$ cat config.mk
export PLATFORM = sky130hd
export DESIGN_NAME = reset_and_watchdog_control
export DESIGN_NICKNAME = d
export VERILOG_FILES = /design/src/shared/rst_wdt_pkg.sv /design/src/hdl/reset_and_watchdog_control.sv
export SDC_FILE = /design/constraint.sdc
export NUM_CORES = 1
export LEC_CHECK = 0
export BUFFER_PORTS_ARGS = -buffer_cell sky130_fd_sc_hd__clkbuf_2
export CELL_PAD_IN_SITES_DETAIL_PLACEMENT = 1
export CELL_PAD_IN_SITES_GLOBAL_PLACEMENT = 1
export CORE_UTILIZATION = 45
export CTS_CLUSTER_SIZE = 40
export DETAILED_ROUTE_END_ITERATION = 8
export GPL_TIMING_DRIVEN = 0
export MAX_ROUTING_LAYER = met4
export PLACE_DENSITY_LB_ADDON = 0.1
export SLEW_MARGIN = 20
export SYNTH_ARGS = -nofsm -noshare
export SYNTH_HDL_FRONTEND = slang
export SYNTH_SLANG_ARGS = --single-unit
$ cat constraint.sdc
create_clock -name i_ref_clk -period 5.8 [get_ports i_ref_clk]
set_input_delay 0.87 -clock i_ref_clk [delete_from_list [all_inputs] [get_ports i_ref_clk]]
set_output_delay 0.87 -clock i_ref_clk [all_outputs]
set_load 0.05 [all_outputs]
$ cat src/shared/rst_wdt_pkg.sv
package rst_wdt_pkg;

	// ==========================================================
	// timing
	localparam int unsigned CLK_PERIOD_NS   = 10;
	localparam int unsigned POR_DELAY_US    = 50000;
	localparam int unsigned WDT_DELAY_US    = 16700;
	localparam int unsigned POR_DELAY_CYC   = POR_DELAY_US * 1000 / CLK_PERIOD_NS;
	localparam int unsigned WDT_DELAY_CYC   = WDT_DELAY_US * 1000 / CLK_PERIOD_NS;
	localparam int unsigned DELAY_W         = 23;
	// last cycle index of the low-supply qualification time, in clock cycles
	localparam logic [7:0]  BOR_QUAL_LAST   = 8'h0F;
	// last low-speed tick index of the 2~3 tick fault delay
	localparam logic [1:0]  FAULT_TICK_LAST = 2'h2;
	localparam int unsigned WDT_CNT_W       = 18;

	// ==========================================================
	// register map (byte addresses)
	localparam int unsigned ADDR_W          = 8;
	localparam logic [7:0]  OFS_WDT_CTRL    = 8'h00;
	localparam logic [7:0]  OFS_LEVEL       = 8'h04;
	localparam logic [7:0]  OFS_FLAGS       = 8'h08;
	localparam logic [7:0]  OFS_STATUS      = 8'h0C;

	// ==========================================================
	// fields and reset values
	localparam int unsigned KEY_MSB         = 7;
	localparam int unsigned KEY_LSB         = 3;
	localparam int unsigned SEL_MSB         = 2;
	localparam logic [4:0]  KEY_DISABLE     = 5'h15;
	localparam logic [4:0]  KEY_ENABLE      = 5'h0A;
	localparam logic [7:0]  WDT_CTRL_POR    = 8'h53;
	localparam logic [7:0]  LEVEL_POR       = 8'h55;
	localparam logic [7:0]  LEVEL_2V10      = 8'h55;
	localparam logic [7:0]  LEVEL_2V55      = 8'h33;
	localparam logic [7:0]  LEVEL_3V15      = 8'h99;
	localparam logic [7:0]  LEVEL_3V80      = 8'hAA;
	localparam int unsigned FLAG_IDLE_CLK   = 7;
	localparam int unsigned FLAG_BOR        = 2;
	localparam int unsigned FLAG_LVL        = 1;
	localparam int unsigned FLAG_KEY        = 0;
	localparam int unsigned STAT_TO         = 0;
	localparam int unsigned STAT_WDT_ON     = 1;

	typedef enum logic [1:0] {
		ST_RUN,
		ST_ARM,
		ST_DELAY
	} seq_state_e;

endpackage

$ cat src/hdl/reset_and_watchdog_control.sv
`timescale 1ns/1ns
module reset_and_watchdog_control #(
	parameter int unsigned POR_DELAY_CYCLES = rst_wdt_pkg::POR_DELAY_CYC,
	parameter int unsigned WDT_DELAY_CYCLES = rst_wdt_pkg::WDT_DELAY_CYC
) (
	input  wire logic                           i_ref_clk,
	input  wire logic                           i_rst,
	input  wire logic                           i_psel,
	input  wire logic                           i_penable,
	input  wire logic                           i_pwrite,
	input  wire logic [rst_wdt_pkg::ADDR_W-1:0] i_paddr,
	input  wire logic [31:0]                    i_pwdata,
	output logic      [31:0]                    o_prdata,
	output logic                                o_pready,
	output logic                                o_pslverr,
	input  wire logic                           i_low_speed_internal_osc_tick,
	input  wire logic                           i_supply_low,
	input  wire logic                           i_power_down,
	input  wire logic                           i_sleep_idle,
	input  wire logic                           i_halt,
	input  wire logic                           i_clear_watchdog_instruction,
	output logic                                o_full_reset,
	output logic                                o_pc_sp_reset,
	output logic                                o_port_load_ones,
	output logic                                o_cpu_hold,
	output logic                                o_brownout_enable,
	output logic      [1:0]                     o_brownout_threshold_sel,
	output logic                                o_idle_sysclk_enable
);
	import rst_wdt_pkg::*;

	// ==========================================================
	// state
	typedef struct packed {
		seq_state_e             st;
		logic [7:0]             wdt_ctrl;
		logic [7:0]             level;
		logic                   idle_clk;
		logic                   f_bor;
		logic                   f_lvl;
		logic                   f_key;
		logic                   to;
		logic [WDT_CNT_W-1:0]   wdt_cnt;
		logic [7:0]             bor_cnt;
		logic [1:0]             ticks;
		logic                   c_bor;
		logic                   c_lvl;
		logic                   c_key;
		logic [DELAY_W-1:0]     dly;
		logic                   pready;
		logic                   pslverr;
		logic [31:0]            prdata;
		logic                   full_reset;
		logic                   pc_sp_reset;
		logic                   port_ones;
		logic                   cpu_hold;
		logic                   bor_en;
		logic [1:0]             thr;
	} state_s;

	localparam logic [DELAY_W-1:0] POR_DLY = DELAY_W'(POR_DELAY_CYCLES - 1);
	localparam logic [DELAY_W-1:0] WDT_DLY = DELAY_W'(WDT_DELAY_CYCLES - 1);

	// power-on: held in the restart delay with PC cleared and ports set as inputs
	localparam state_s RST_VAL = '{
		st:         ST_DELAY,
		wdt_ctrl:   WDT_CTRL_POR,
		level:      LEVEL_POR,
		dly:        POR_DLY,
		full_reset: 1'b1,
		port_ones:  1'b1,
		cpu_hold:   1'b1,
		bor_en:     1'b1,
		default:    '0
	};

	state_s cur_reg;
	state_s cur_next;

	// ==========================================================
	// decoding helpers
	function automatic logic key_valid(input logic [4:0] key);
		return (key == KEY_ENABLE) || (key == KEY_DISABLE);
	endfunction

	// returns {valid, threshold select}
	function automatic logic [2:0] level_decode(input logic [7:0] lvl);
		unique case (lvl)
			LEVEL_2V10: return 3'h4;
			LEVEL_2V55: return 3'h5;
			LEVEL_3V15: return 3'h6;
			LEVEL_3V80: return 3'h7;
			default:    return 3'h0;
		endcase
	endfunction

	// terminal count of the prescaled watchdog counter
	function automatic logic [WDT_CNT_W-1:0] wdt_limit(input logic [2:0] sel);
		logic [4:0] e;
		unique case (sel)
			3'h0:    e = 5'h08;
			3'h1:    e = 5'h0A;
			3'h2:    e = 5'h0C;
			3'h3:    e = 5'h0E;
			3'h4:    e = 5'h0F;
			3'h5:    e = 5'h10;
			3'h6:    e = 5'h11;
			default: e = 5'h12;
		endcase
		return WDT_CNT_W'((19'h00001 << e) - 19'h00001);
	endfunction

	// ==========================================================
	// next state
	always_comb begin
		logic       acc;
		logic       wr;
		logic       clr;
		logic       wdt_on;
		logic       ovf;
		logic       ovf_full;
		logic       bor_q;
		logic       bad_key;
		logic       bad_lvl;
		logic       fire_long;
		logic [2:0] lv;
		acc       = i_psel & i_penable;
		wr        = acc & cur_reg.pready & i_pwrite;
		clr       = i_clear_watchdog_instruction | i_halt;
		wdt_on    = cur_reg.wdt_ctrl[KEY_MSB:KEY_LSB] == KEY_ENABLE;
		lv        = level_decode(cur_reg.level);
		bad_key   = !key_valid(cur_reg.wdt_ctrl[KEY_MSB:KEY_LSB]);
		bad_lvl   = !lv[2];
		bor_q     = 1'b0;
		fire_long = 1'b0;
		ovf       = 1'b0;
		ovf_full  = 1'b0;
		cur_next  = cur_reg;

		cur_next.full_reset  = 1'b0;
		cur_next.pc_sp_reset = 1'b0;
		cur_next.port_ones   = 1'b0;
		cur_next.bor_en      = !i_power_down;
		cur_next.thr         = lv[1:0];

		// ======================================================
		// bus slave: answer one cycle into the access phase
		cur_next.pready  = acc & !cur_reg.pready;
		cur_next.pslverr = 1'b0;
		if (acc && !cur_reg.pready) begin
			unique case (i_paddr)
				OFS_WDT_CTRL: cur_next.prdata = {24'h000000, cur_reg.wdt_ctrl};
				OFS_LEVEL:    cur_next.prdata = {24'h000000, cur_reg.level};
				OFS_FLAGS:    cur_next.prdata = {24'h000000, cur_reg.idle_clk, 4'h0,
					cur_reg.f_bor, cur_reg.f_lvl, cur_reg.f_key};
				OFS_STATUS:   cur_next.prdata = {30'h00000000, wdt_on, cur_reg.to};
				default: begin
					cur_next.prdata  = 32'h00000000;
					cur_next.pslverr = 1'b1;
				end
			endcase
		end
		if (wr) begin
			unique case (i_paddr)
				OFS_WDT_CTRL: begin
					cur_next.wdt_ctrl = i_pwdata[7:0];
					if (!key_valid(i_pwdata[KEY_MSB:KEY_LSB])) begin
						cur_next.wdt_cnt = '0;
					end
				end
				OFS_LEVEL: cur_next.level = i_pwdata[7:0];
				OFS_FLAGS: begin
					cur_next.idle_clk = i_pwdata[FLAG_IDLE_CLK];
					// writing 1 leaves a flag as it is; only 0 clears
					cur_next.f_bor = cur_reg.f_bor & i_pwdata[FLAG_BOR];
					cur_next.f_lvl = cur_reg.f_lvl & i_pwdata[FLAG_LVL];
					cur_next.f_key = cur_reg.f_key & i_pwdata[FLAG_KEY];
				end
				default: ;
			endcase
		end

		// ======================================================
		// watchdog
		if (clr) begin
			cur_next.wdt_cnt = '0;
			cur_next.to      = 1'b0;
		end
		// a clear in the overflow cycle counts as cleared in time
		ovf = (cur_reg.st == ST_RUN) && wdt_on && i_low_speed_internal_osc_tick && !clr
			&& (cur_reg.wdt_cnt == wdt_limit(cur_reg.wdt_ctrl[SEL_MSB:0]));
		ovf_full = ovf && !i_sleep_idle;
		if ((cur_reg.st == ST_RUN) && wdt_on && i_low_speed_internal_osc_tick && !clr && !wr) begin
			cur_next.wdt_cnt = ovf ? '0 : cur_reg.wdt_cnt + 1'b1;
		end
		if (ovf) begin
			cur_next.to = 1'b1;
			cur_next.pc_sp_reset = i_sleep_idle;
		end

		// ======================================================
		// brownout qualification filter
		if (i_supply_low && !i_power_down && (cur_reg.st != ST_DELAY)) begin
			if (cur_reg.bor_cnt == BOR_QUAL_LAST) begin
				bor_q = 1'b1;
			end else begin
				cur_next.bor_cnt = cur_reg.bor_cnt + 8'h01;
			end
		end else begin
			cur_next.bor_cnt = 8'h00;
		end

		// ======================================================
		// reset sequencer
		unique case (cur_reg.st)
			ST_RUN: begin
				if (!ovf_full && (bad_key || bad_lvl || bor_q)) begin
					cur_next.st    = ST_ARM;
					cur_next.ticks = 2'h0;
					cur_next.c_key = bad_key;
					cur_next.c_lvl = bad_lvl;
					cur_next.c_bor = bor_q;
				end
			end
			ST_ARM: begin
				cur_next.c_key = cur_reg.c_key | bad_key;
				cur_next.c_lvl = cur_reg.c_lvl | bad_lvl;
				cur_next.c_bor = cur_reg.c_bor | bor_q;
				// counting whole ticks gives 2~3 low-speed periods of latency
				if (i_low_speed_internal_osc_tick) begin
					if (cur_reg.ticks == FAULT_TICK_LAST) begin
						fire_long = 1'b1;
					end else begin
						cur_next.ticks = cur_reg.ticks + 2'h1;
					end
				end
			end
			ST_DELAY: begin
				if (cur_reg.dly == '0) begin
					cur_next.st       = ST_RUN;
					cur_next.cpu_hold = 1'b0;
				end else begin
					cur_next.dly = cur_reg.dly - 1'b1;
				end
			end
		endcase

		if (fire_long || ovf_full) begin
			cur_next.st         = ST_DELAY;
			cur_next.dly        = fire_long ? POR_DLY : WDT_DLY;
			cur_next.full_reset = 1'b1;
			cur_next.cpu_hold   = 1'b1;
			cur_next.wdt_ctrl   = WDT_CTRL_POR;
			cur_next.wdt_cnt    = '0;
			if (fire_long) begin
				// flags set after the software write so the set wins
				cur_next.f_bor = cur_next.f_bor | cur_next.c_bor;
				cur_next.f_lvl = cur_next.f_lvl | cur_next.c_lvl;
				cur_next.f_key = cur_next.f_key | cur_next.c_key;
				if (cur_next.c_lvl) begin
					cur_next.level = LEVEL_POR;
				end
			end
			cur_next.c_key = 1'b0;
			cur_next.c_lvl = 1'b0;
			cur_next.c_bor = 1'b0;
		end
	end

	always_ff @(posedge i_ref_clk) begin
		if (i_rst) begin
			cur_reg <= RST_VAL;
		end else begin
			cur_reg <= cur_next;
		end
	end

	// ==========================================================
	// outputs
	assign o_prdata                 = cur_reg.prdata;
	assign o_pready                 = cur_reg.pready;
	assign o_pslverr                = cur_reg.pslverr;
	assign o_full_reset             = cur_reg.full_reset;
	assign o_pc_sp_reset            = cur_reg.pc_sp_reset;
	assign o_port_load_ones         = cur_reg.port_ones;
	assign o_cpu_hold               = cur_reg.cpu_hold;
	assign o_brownout_enable        = cur_reg.bor_en;
	assign o_brownout_threshold_sel = cur_reg.thr;
	assign o_idle_sysclk_enable     = cur_reg.idle_clk;

	logic [WDT_CNT_W-1:0] chk_limit;
	logic                 chk_wr_wdt;
	assign chk_limit  = wdt_limit(cur_reg.wdt_ctrl[SEL_MSB:0]);
	assign chk_wr_wdt = i_psel && i_penable && o_pready && i_pwrite && (i_paddr == OFS_WDT_CTRL);
	logic                 chk_wr_lvl;
	logic                 chk_lvl_ok;
	logic                 chk_ovf;
	logic                 chk_fire;
	assign chk_wr_lvl = i_psel && i_penable && o_pready && i_pwrite && (i_paddr == OFS_LEVEL);
	assign chk_lvl_ok = level_decode(cur_reg.level) != 3'h0;
	// overflow tick with no clear pending; sleep decides which reset follows
	assign chk_ovf    = (cur_reg.st == ST_RUN) && i_low_speed_internal_osc_tick
		&& (cur_reg.wdt_ctrl[KEY_MSB:KEY_LSB] == KEY_ENABLE) && (cur_reg.wdt_cnt == chk_limit)
		&& !i_halt && !i_clear_watchdog_instruction;
	assign chk_fire   = (cur_reg.st == ST_ARM) && i_low_speed_internal_osc_tick
		&& (cur_reg.ticks == FAULT_TICK_LAST);
endmodule

After elaboration in Yosys (flattened, before gate mapping)
Cells that the tools add are included.
{"block": "totals", "regBits": 118, "output_inout_bits": 42, "word_cells": 161}
{"block": "op_classes", "bitwise": 17, "n_addsub": 5, "n_reduce_logical": 45, "shifts": 1, "eq_ne": 29, "n_mux": 40}
{"operator": "23-bit 2-to-1 mux", "n": 4}
{"operator": "18-bit 2-to-1 mux", "n": 5}
{"operator": "5-bit case mux with 7 select lines", "n": 1}
{"operator": "8-bit 2-to-1 mux", "n": 4}
{"operator": "8-bit case mux with 4 select lines", "n": 1}
{"operator": "8-bit by 4-bit == test with 1-bit output (second input constant)", "n": 3}
{"operator": "23-bit zero test", "n": 1}
{"operator": "23-bit by 1-bit subtractor with 23-bit output (second input constant)", "n": 1}
{"operator": "19-bit 2-to-1 mux", "n": 1}
{"operator": "18-bit by 1-bit adder with 18-bit output (second input constant)", "n": 1}
{"operator": "18-bit == test", "n": 1}
{"operator": "1-bit by 5-bit << shifter with 18-bit output (first input constant)", "n": 1}
{"operator": "18-bit by 1-bit subtractor with 18-bit output (second input constant)", "n": 1}
{"operator": "8-bit == test (second input constant)", "n": 2}
{"operator": "12-bit 2-to-1 mux", "n": 1}
{"operator": "3-bit case mux with 4 select lines", "n": 1}
{"operator": "1-bit 2-to-1 mux", "n": 11}
{"operator": "5-bit by 4-bit == test with 1-bit output (second input constant)", "n": 2}
{"operator": "5-bit == test (second input constant)", "n": 2}
{"operator": "1-bit logical AND", "n": 10}
{"operator": "5-bit 2-to-1 mux", "n": 2}
{"operator": "2-bit != test (second input constant)", "n": 5}
{"operator": "5-bit case mux with 2 select lines", "n": 1}
{"operator": "3-bit == test (second input constant)", "n": 3}
{"operator": "30 further kinds", "n": 72}

Longest topological paths before layout
{"block": "depth", "ltp_word": 14, "depth_mapped": 9, "mapped_depth_nobuf": 9}

Worst setup path before layout
OpenSTA, ideal clock, no wires.
{"block": "synth_timing", "path_type": "in2reg", "start": "input i_halt", "end": "register cur_reg[45] (netlist bit)", "stages": 7, "required_time_ps": 5679, "arrival_time_ps": 2394, "slack_ps": 3285, "setup_ps": 121, "n_path_buf": 1, "path_cell_list": "nor4_1 and4_1 o211ai_1 a211oi_2 or3b_1 clkbuf_1 a21boi_1"}
{"block": "synth_via", "elab_chain_len": 8, "word_cells_on_any_way": 10, "classes_between": "1 x eq/ne; 1 x mux; 1 x bitwise; 7 x reduce/logical"}
{"item": "start, declared", "line": "reset_and_watchdog_control.sv:20", "text": "input wire logic i_halt,"}
{"item": "1-bit bitwise OR (*)", "line": "reset_and_watchdog_control.sv:129", "text": "clr = i_clear_watchdog_instruction | i_halt;"}
{"item": "1-bit zero test (*)", "line": "reset_and_watchdog_control.sv:190", "text": "ovf = (cur_reg.st == ST_RUN) && wdt_on && i_low_speed_internal_osc_tick && !clr"}
{"item": "1-bit logical AND (*)", "line": "reset_and_watchdog_control.sv:190"}
{"item": "1-bit logical AND (*)", "line": "reset_and_watchdog_control.sv:191", "text": "&& (cur_reg.wdt_cnt == wdt_limit(cur_reg.wdt_ctrl[SEL_MSB:0]));"}
{"item": "1-bit logical AND (*)", "line": "reset_and_watchdog_control.sv:192", "text": "ovf_full = ovf && !i_sleep_idle;"}
{"item": "1-bit logical OR (*)", "line": "reset_and_watchdog_control.sv:248", "text": "if (fire_long || ovf_full) begin"}
{"item": "2-bit by 1-bit != test with 1-bit output (no line) or 2-bit nonzero test (tied branches)"}
{"item": "2-bit AND reduction (no line)"}
{"item": "end signal, assigned", "line": "reset_and_watchdog_control.sv:274", "text": "cur_reg <= cur_next;"}
{"item": "end, declared", "line": "reset_and_watchdog_control.sv:77", "text": "state_s cur_reg;"}
Mark *: on every way between the ends. The rest lies on a longest branch, timed or not.
A chain may end at the register's enable or synchronous reset.

Worst setup path in the final report
{"block": "layout_timing", "start": "input i_paddr[7] (netlist bit)", "end": "register cur_reg[86] (netlist bit)"}
{"block": "layout_via", "elab_chain_len": 3}
{"item": "start, declared", "line": "reset_and_watchdog_control.sv:11", "text": "input wire logic [rst_wdt_pkg::ADDR_W-1:0] i_paddr,"}
{"item": "8-bit zero test", "line": "reset_and_watchdog_control.sv:164", "text": "unique case (i_paddr)"}
{"item": "3-bit nonzero test (no line)"}
{"item": "3-bit AND reduction (no line)"}
Every way passes these cells.

==> out/results.tsv <==
metric	value	unit
rsz0062_at_grt	false	
start_kind	input pin	
r2r_slack	2.96	ns
die_x	106	µm
wire_per_inst	17.3	µm
met1Wirelength	6.23	mm
worst_slew_pin_slew	0.819	ns
final.min_clock_period	2.85	ns
fin_hold_ws	0.464	ns
numCtsBuffers	9	
powerDensity	217	nW/µm²
drc	0	
power.internal	889	µW
reg2reg_depth	9	
hold_path.class	flip-flop to flip-flop	
cts_setup_buffers	0	
critPathKind	input pin to flip-flop	
p_switching	323	µW
wl_met3	564	µm
grt_pass1_vias	4532	
crit-reg2reg-capture	cur_reg[89]$_SDFFE_PP0P_	
synth_area_leaders	dfxtp_1 38%, buf_4 5.2%, a21oi_1 4.7%	
syn_area	4910	µm²
grt_pass1_wl	22.6	mm
slew_viol_final	0	
cts_hold_buffers	0	
yosysSeqAreaShare	38.4	%
num_antenna_cells	0	
critPathMaxStageDelay	0.56	ns
grt_max_degree	16	
wl_met2	6.74	mm
r2r_start	cur_reg[117]$_SDFFE_PP1P_	
relSlewSlack	45.4	%
ys_warn_count	0	
p_leak	0.00214	µW
ant_nets	0	
grt_use_total	26.1	%
setup_violations	0	
synth-edff-count	0	
worst-path-max-fanout	10	
p_comb_share	8.6	%
async_reset_ff_share	0	%
seqPwrFrac	53.7	%
cp.arrival	3.11	ns
power.share.clock	37.7	%
firstDrtPassIters	4	
syn_avg_cell_area	8.46	µm²
die-area	11300	µm²
synth.top_cell.area_share	38.4	%
cpMaxStageDelayCell	nor4_4	
holdPathEnd	o_prdata[6]$_SDFFE_PP0P_	
dp_hpwl	10.2	mm
fmax	0.351	GHz
cts.sinks	94	
dp_cells	783	
whs_path_depth	2	
skew	0.0133	ns
antenna_found_initial	0	
crit_buf_inv	2	
top_layer	met4	
start_util	46.9	%
dr_total_vias	4475	
syn_to_final_growth	13.8	%
die_y	106	µm
synth_cell_type_count	64	
grt_remaining_overflow	0	
ys_ff_latch	94	
largest_reg_flops	76	
nNetsFinal	714	
cp_cell_sequence	clkbuf_2, nor4_1, nand2_1, nor4_4, a21oi_1, clkbuf_1, o21ai_0, a21oi_1	
crit_required	6.07	ns
ios	93	
crit_family	simple AND/OR/NAND/NOR gates	
placed_area	5380	µm²
cts_tree	yes	
routabilityCongestion	0.814	
setup_tns	0	ns
drt-total-wl	13.8	mm
ys.flop_type	dfxtp_1	
finalCritPeriodShare	49.1	%
switching_share	26.7	%
cts_buffer_depth	2	
fin_area	5580	µm²
yosys.area.top_type	dfxtp_1	
cts_resized	0	
instances_no_fill	799	
finalHoldViolations	0	
drt_iter0_drc	164	
ctsRootBufferMaster	clkbuf_8	
clk_latency	0.38	ns
synthCells	580	
portBuffers	44	
cts.reportedPaths.clkPinSlew	0.09	ns
core_area	10500	µm²
cts.htree.levels	3	
end_kind	flip-flop	
layout-drive-gt1-share	17.9	%
crit_top_cell	a21oi_1	
ir_drop	0.0998	mV
hp-start	o_prdata[6]$_SDFFE_PP0P_	
num_rows	37	
status	finished clean	
utilization	53.3	%
drv_cap	0	
avgViaCountPerCell	5.60	
## cells by family after synthesis
family / synth area share, %
AO/OA/AOI/OAI: 14.8
adder cells (fa/ha/maj): 1.28
flip-flops: 38.4
buffers and inverters: 7.52
AND/OR/NAND/NOR: 29.1
multiplexers: 4.41
XOR/XNOR: 4.46
other: 0.0764
## metal layers
metal | global-route usage, % | up-vias
li1 | - | 2179
met1 | 31.8 | 2164
met2 | 44.2 | 113
met3 | 2.94 | 19
met4 | 10.1 | 0
met5 | - | -
## cell type report
type                    count  area, µm²
plain buffers              55        343
clock buffers              11        141
clock inverters             5       57.6
fillers                  1332       4880
inverters                   7       26.3
multi-input cells         447       2740
flip-flops and latches     94       1880
well taps                 136        170
repair buffers             44        220
## tightest hold or removal path, cell delays in order (launching register included)
cell	delay (ns)
dfxtp_1	0.32
nand2_1	0.05
a21oi_1	0.05
## worst max-delay path by stage
stage,start,endpoint,slack (ns),cells past startpoint
floorplan,i_halt,cur_reg[45]$_SDFFE_PP1P_,3.28,7
global placement,i_paddr[7],cur_reg[88]$_SDFFE_PP0P_,2.58,8
detailed placement,i_paddr[7],cur_reg[86]$_SDFFE_PP0P_,2.57,8
CTS,cur_reg[117]$_SDFFE_PP1P_,cur_reg[88]$_SDFFE_PP0P_,2.92,9
global route,i_paddr[7],cur_reg[86]$_SDFFE_PP0P_,2.69,8
finish,i_paddr[7],cur_reg[86]$_SDFFE_PP0P_,2.95,8
## layout by cell type, fill, tap and decap left out, types with 6 or more instances in the layout
cell type / instances
nor2_1: 58
xor2_1: 13
or4_1: 13
a21oi_1: 46
a211oi_1: 6
nand3b_1: 6
dfxtp_1: 94
o21ai_0: 29
clkbuf_8: 10
nand4_1: 10
nand4b_1: 6
and3_1: 6
buf_4: 34
or3_1: 9
nand2_1: 56
xnor2_1: 12
mux2i_1: 16
nor2b_1: 6
inv_1: 7
clkbuf_2: 44
nand2b_1: 9
nor3_1: 17
nand3_1: 20
clkbuf_1: 14
conb_1: 24
buf_2: 7
nor4_1: 10
## per-stage QoR
stage | worst slack (ns) | power [µW]
final | 2.95 | 1210
after global routing | 2.69 | 1250
after CTS | 2.92 | 1220
after detailed placement | 2.57 | 769
after global placement | 2.58 | 768
after floorplan | 3.28 | 742
## power groups by stage
stage	Sequential, µW	Combinational, µW	Clock (µW)
final	651	104	457
after global routing	652	110	491
after CTS	651	103	466
after detailed placement	666	103	0
after global placement	666	102	0
after floorplan	672	70.4	0
## synthesized netlist by cell type (12+ instances only)
library cell   n
xnor2_1       12
xor2_1        13
o21ai_0       29
buf_4         34
nand2_1       56
a21oi_1       46
nor2_1        58
or4_1         13
mux2i_1       16
dfxtp_1       94
nand3_1       20
nor3_1        17
clkbuf_1      13
Note: power is estimated with default switching activity, not from simulation.
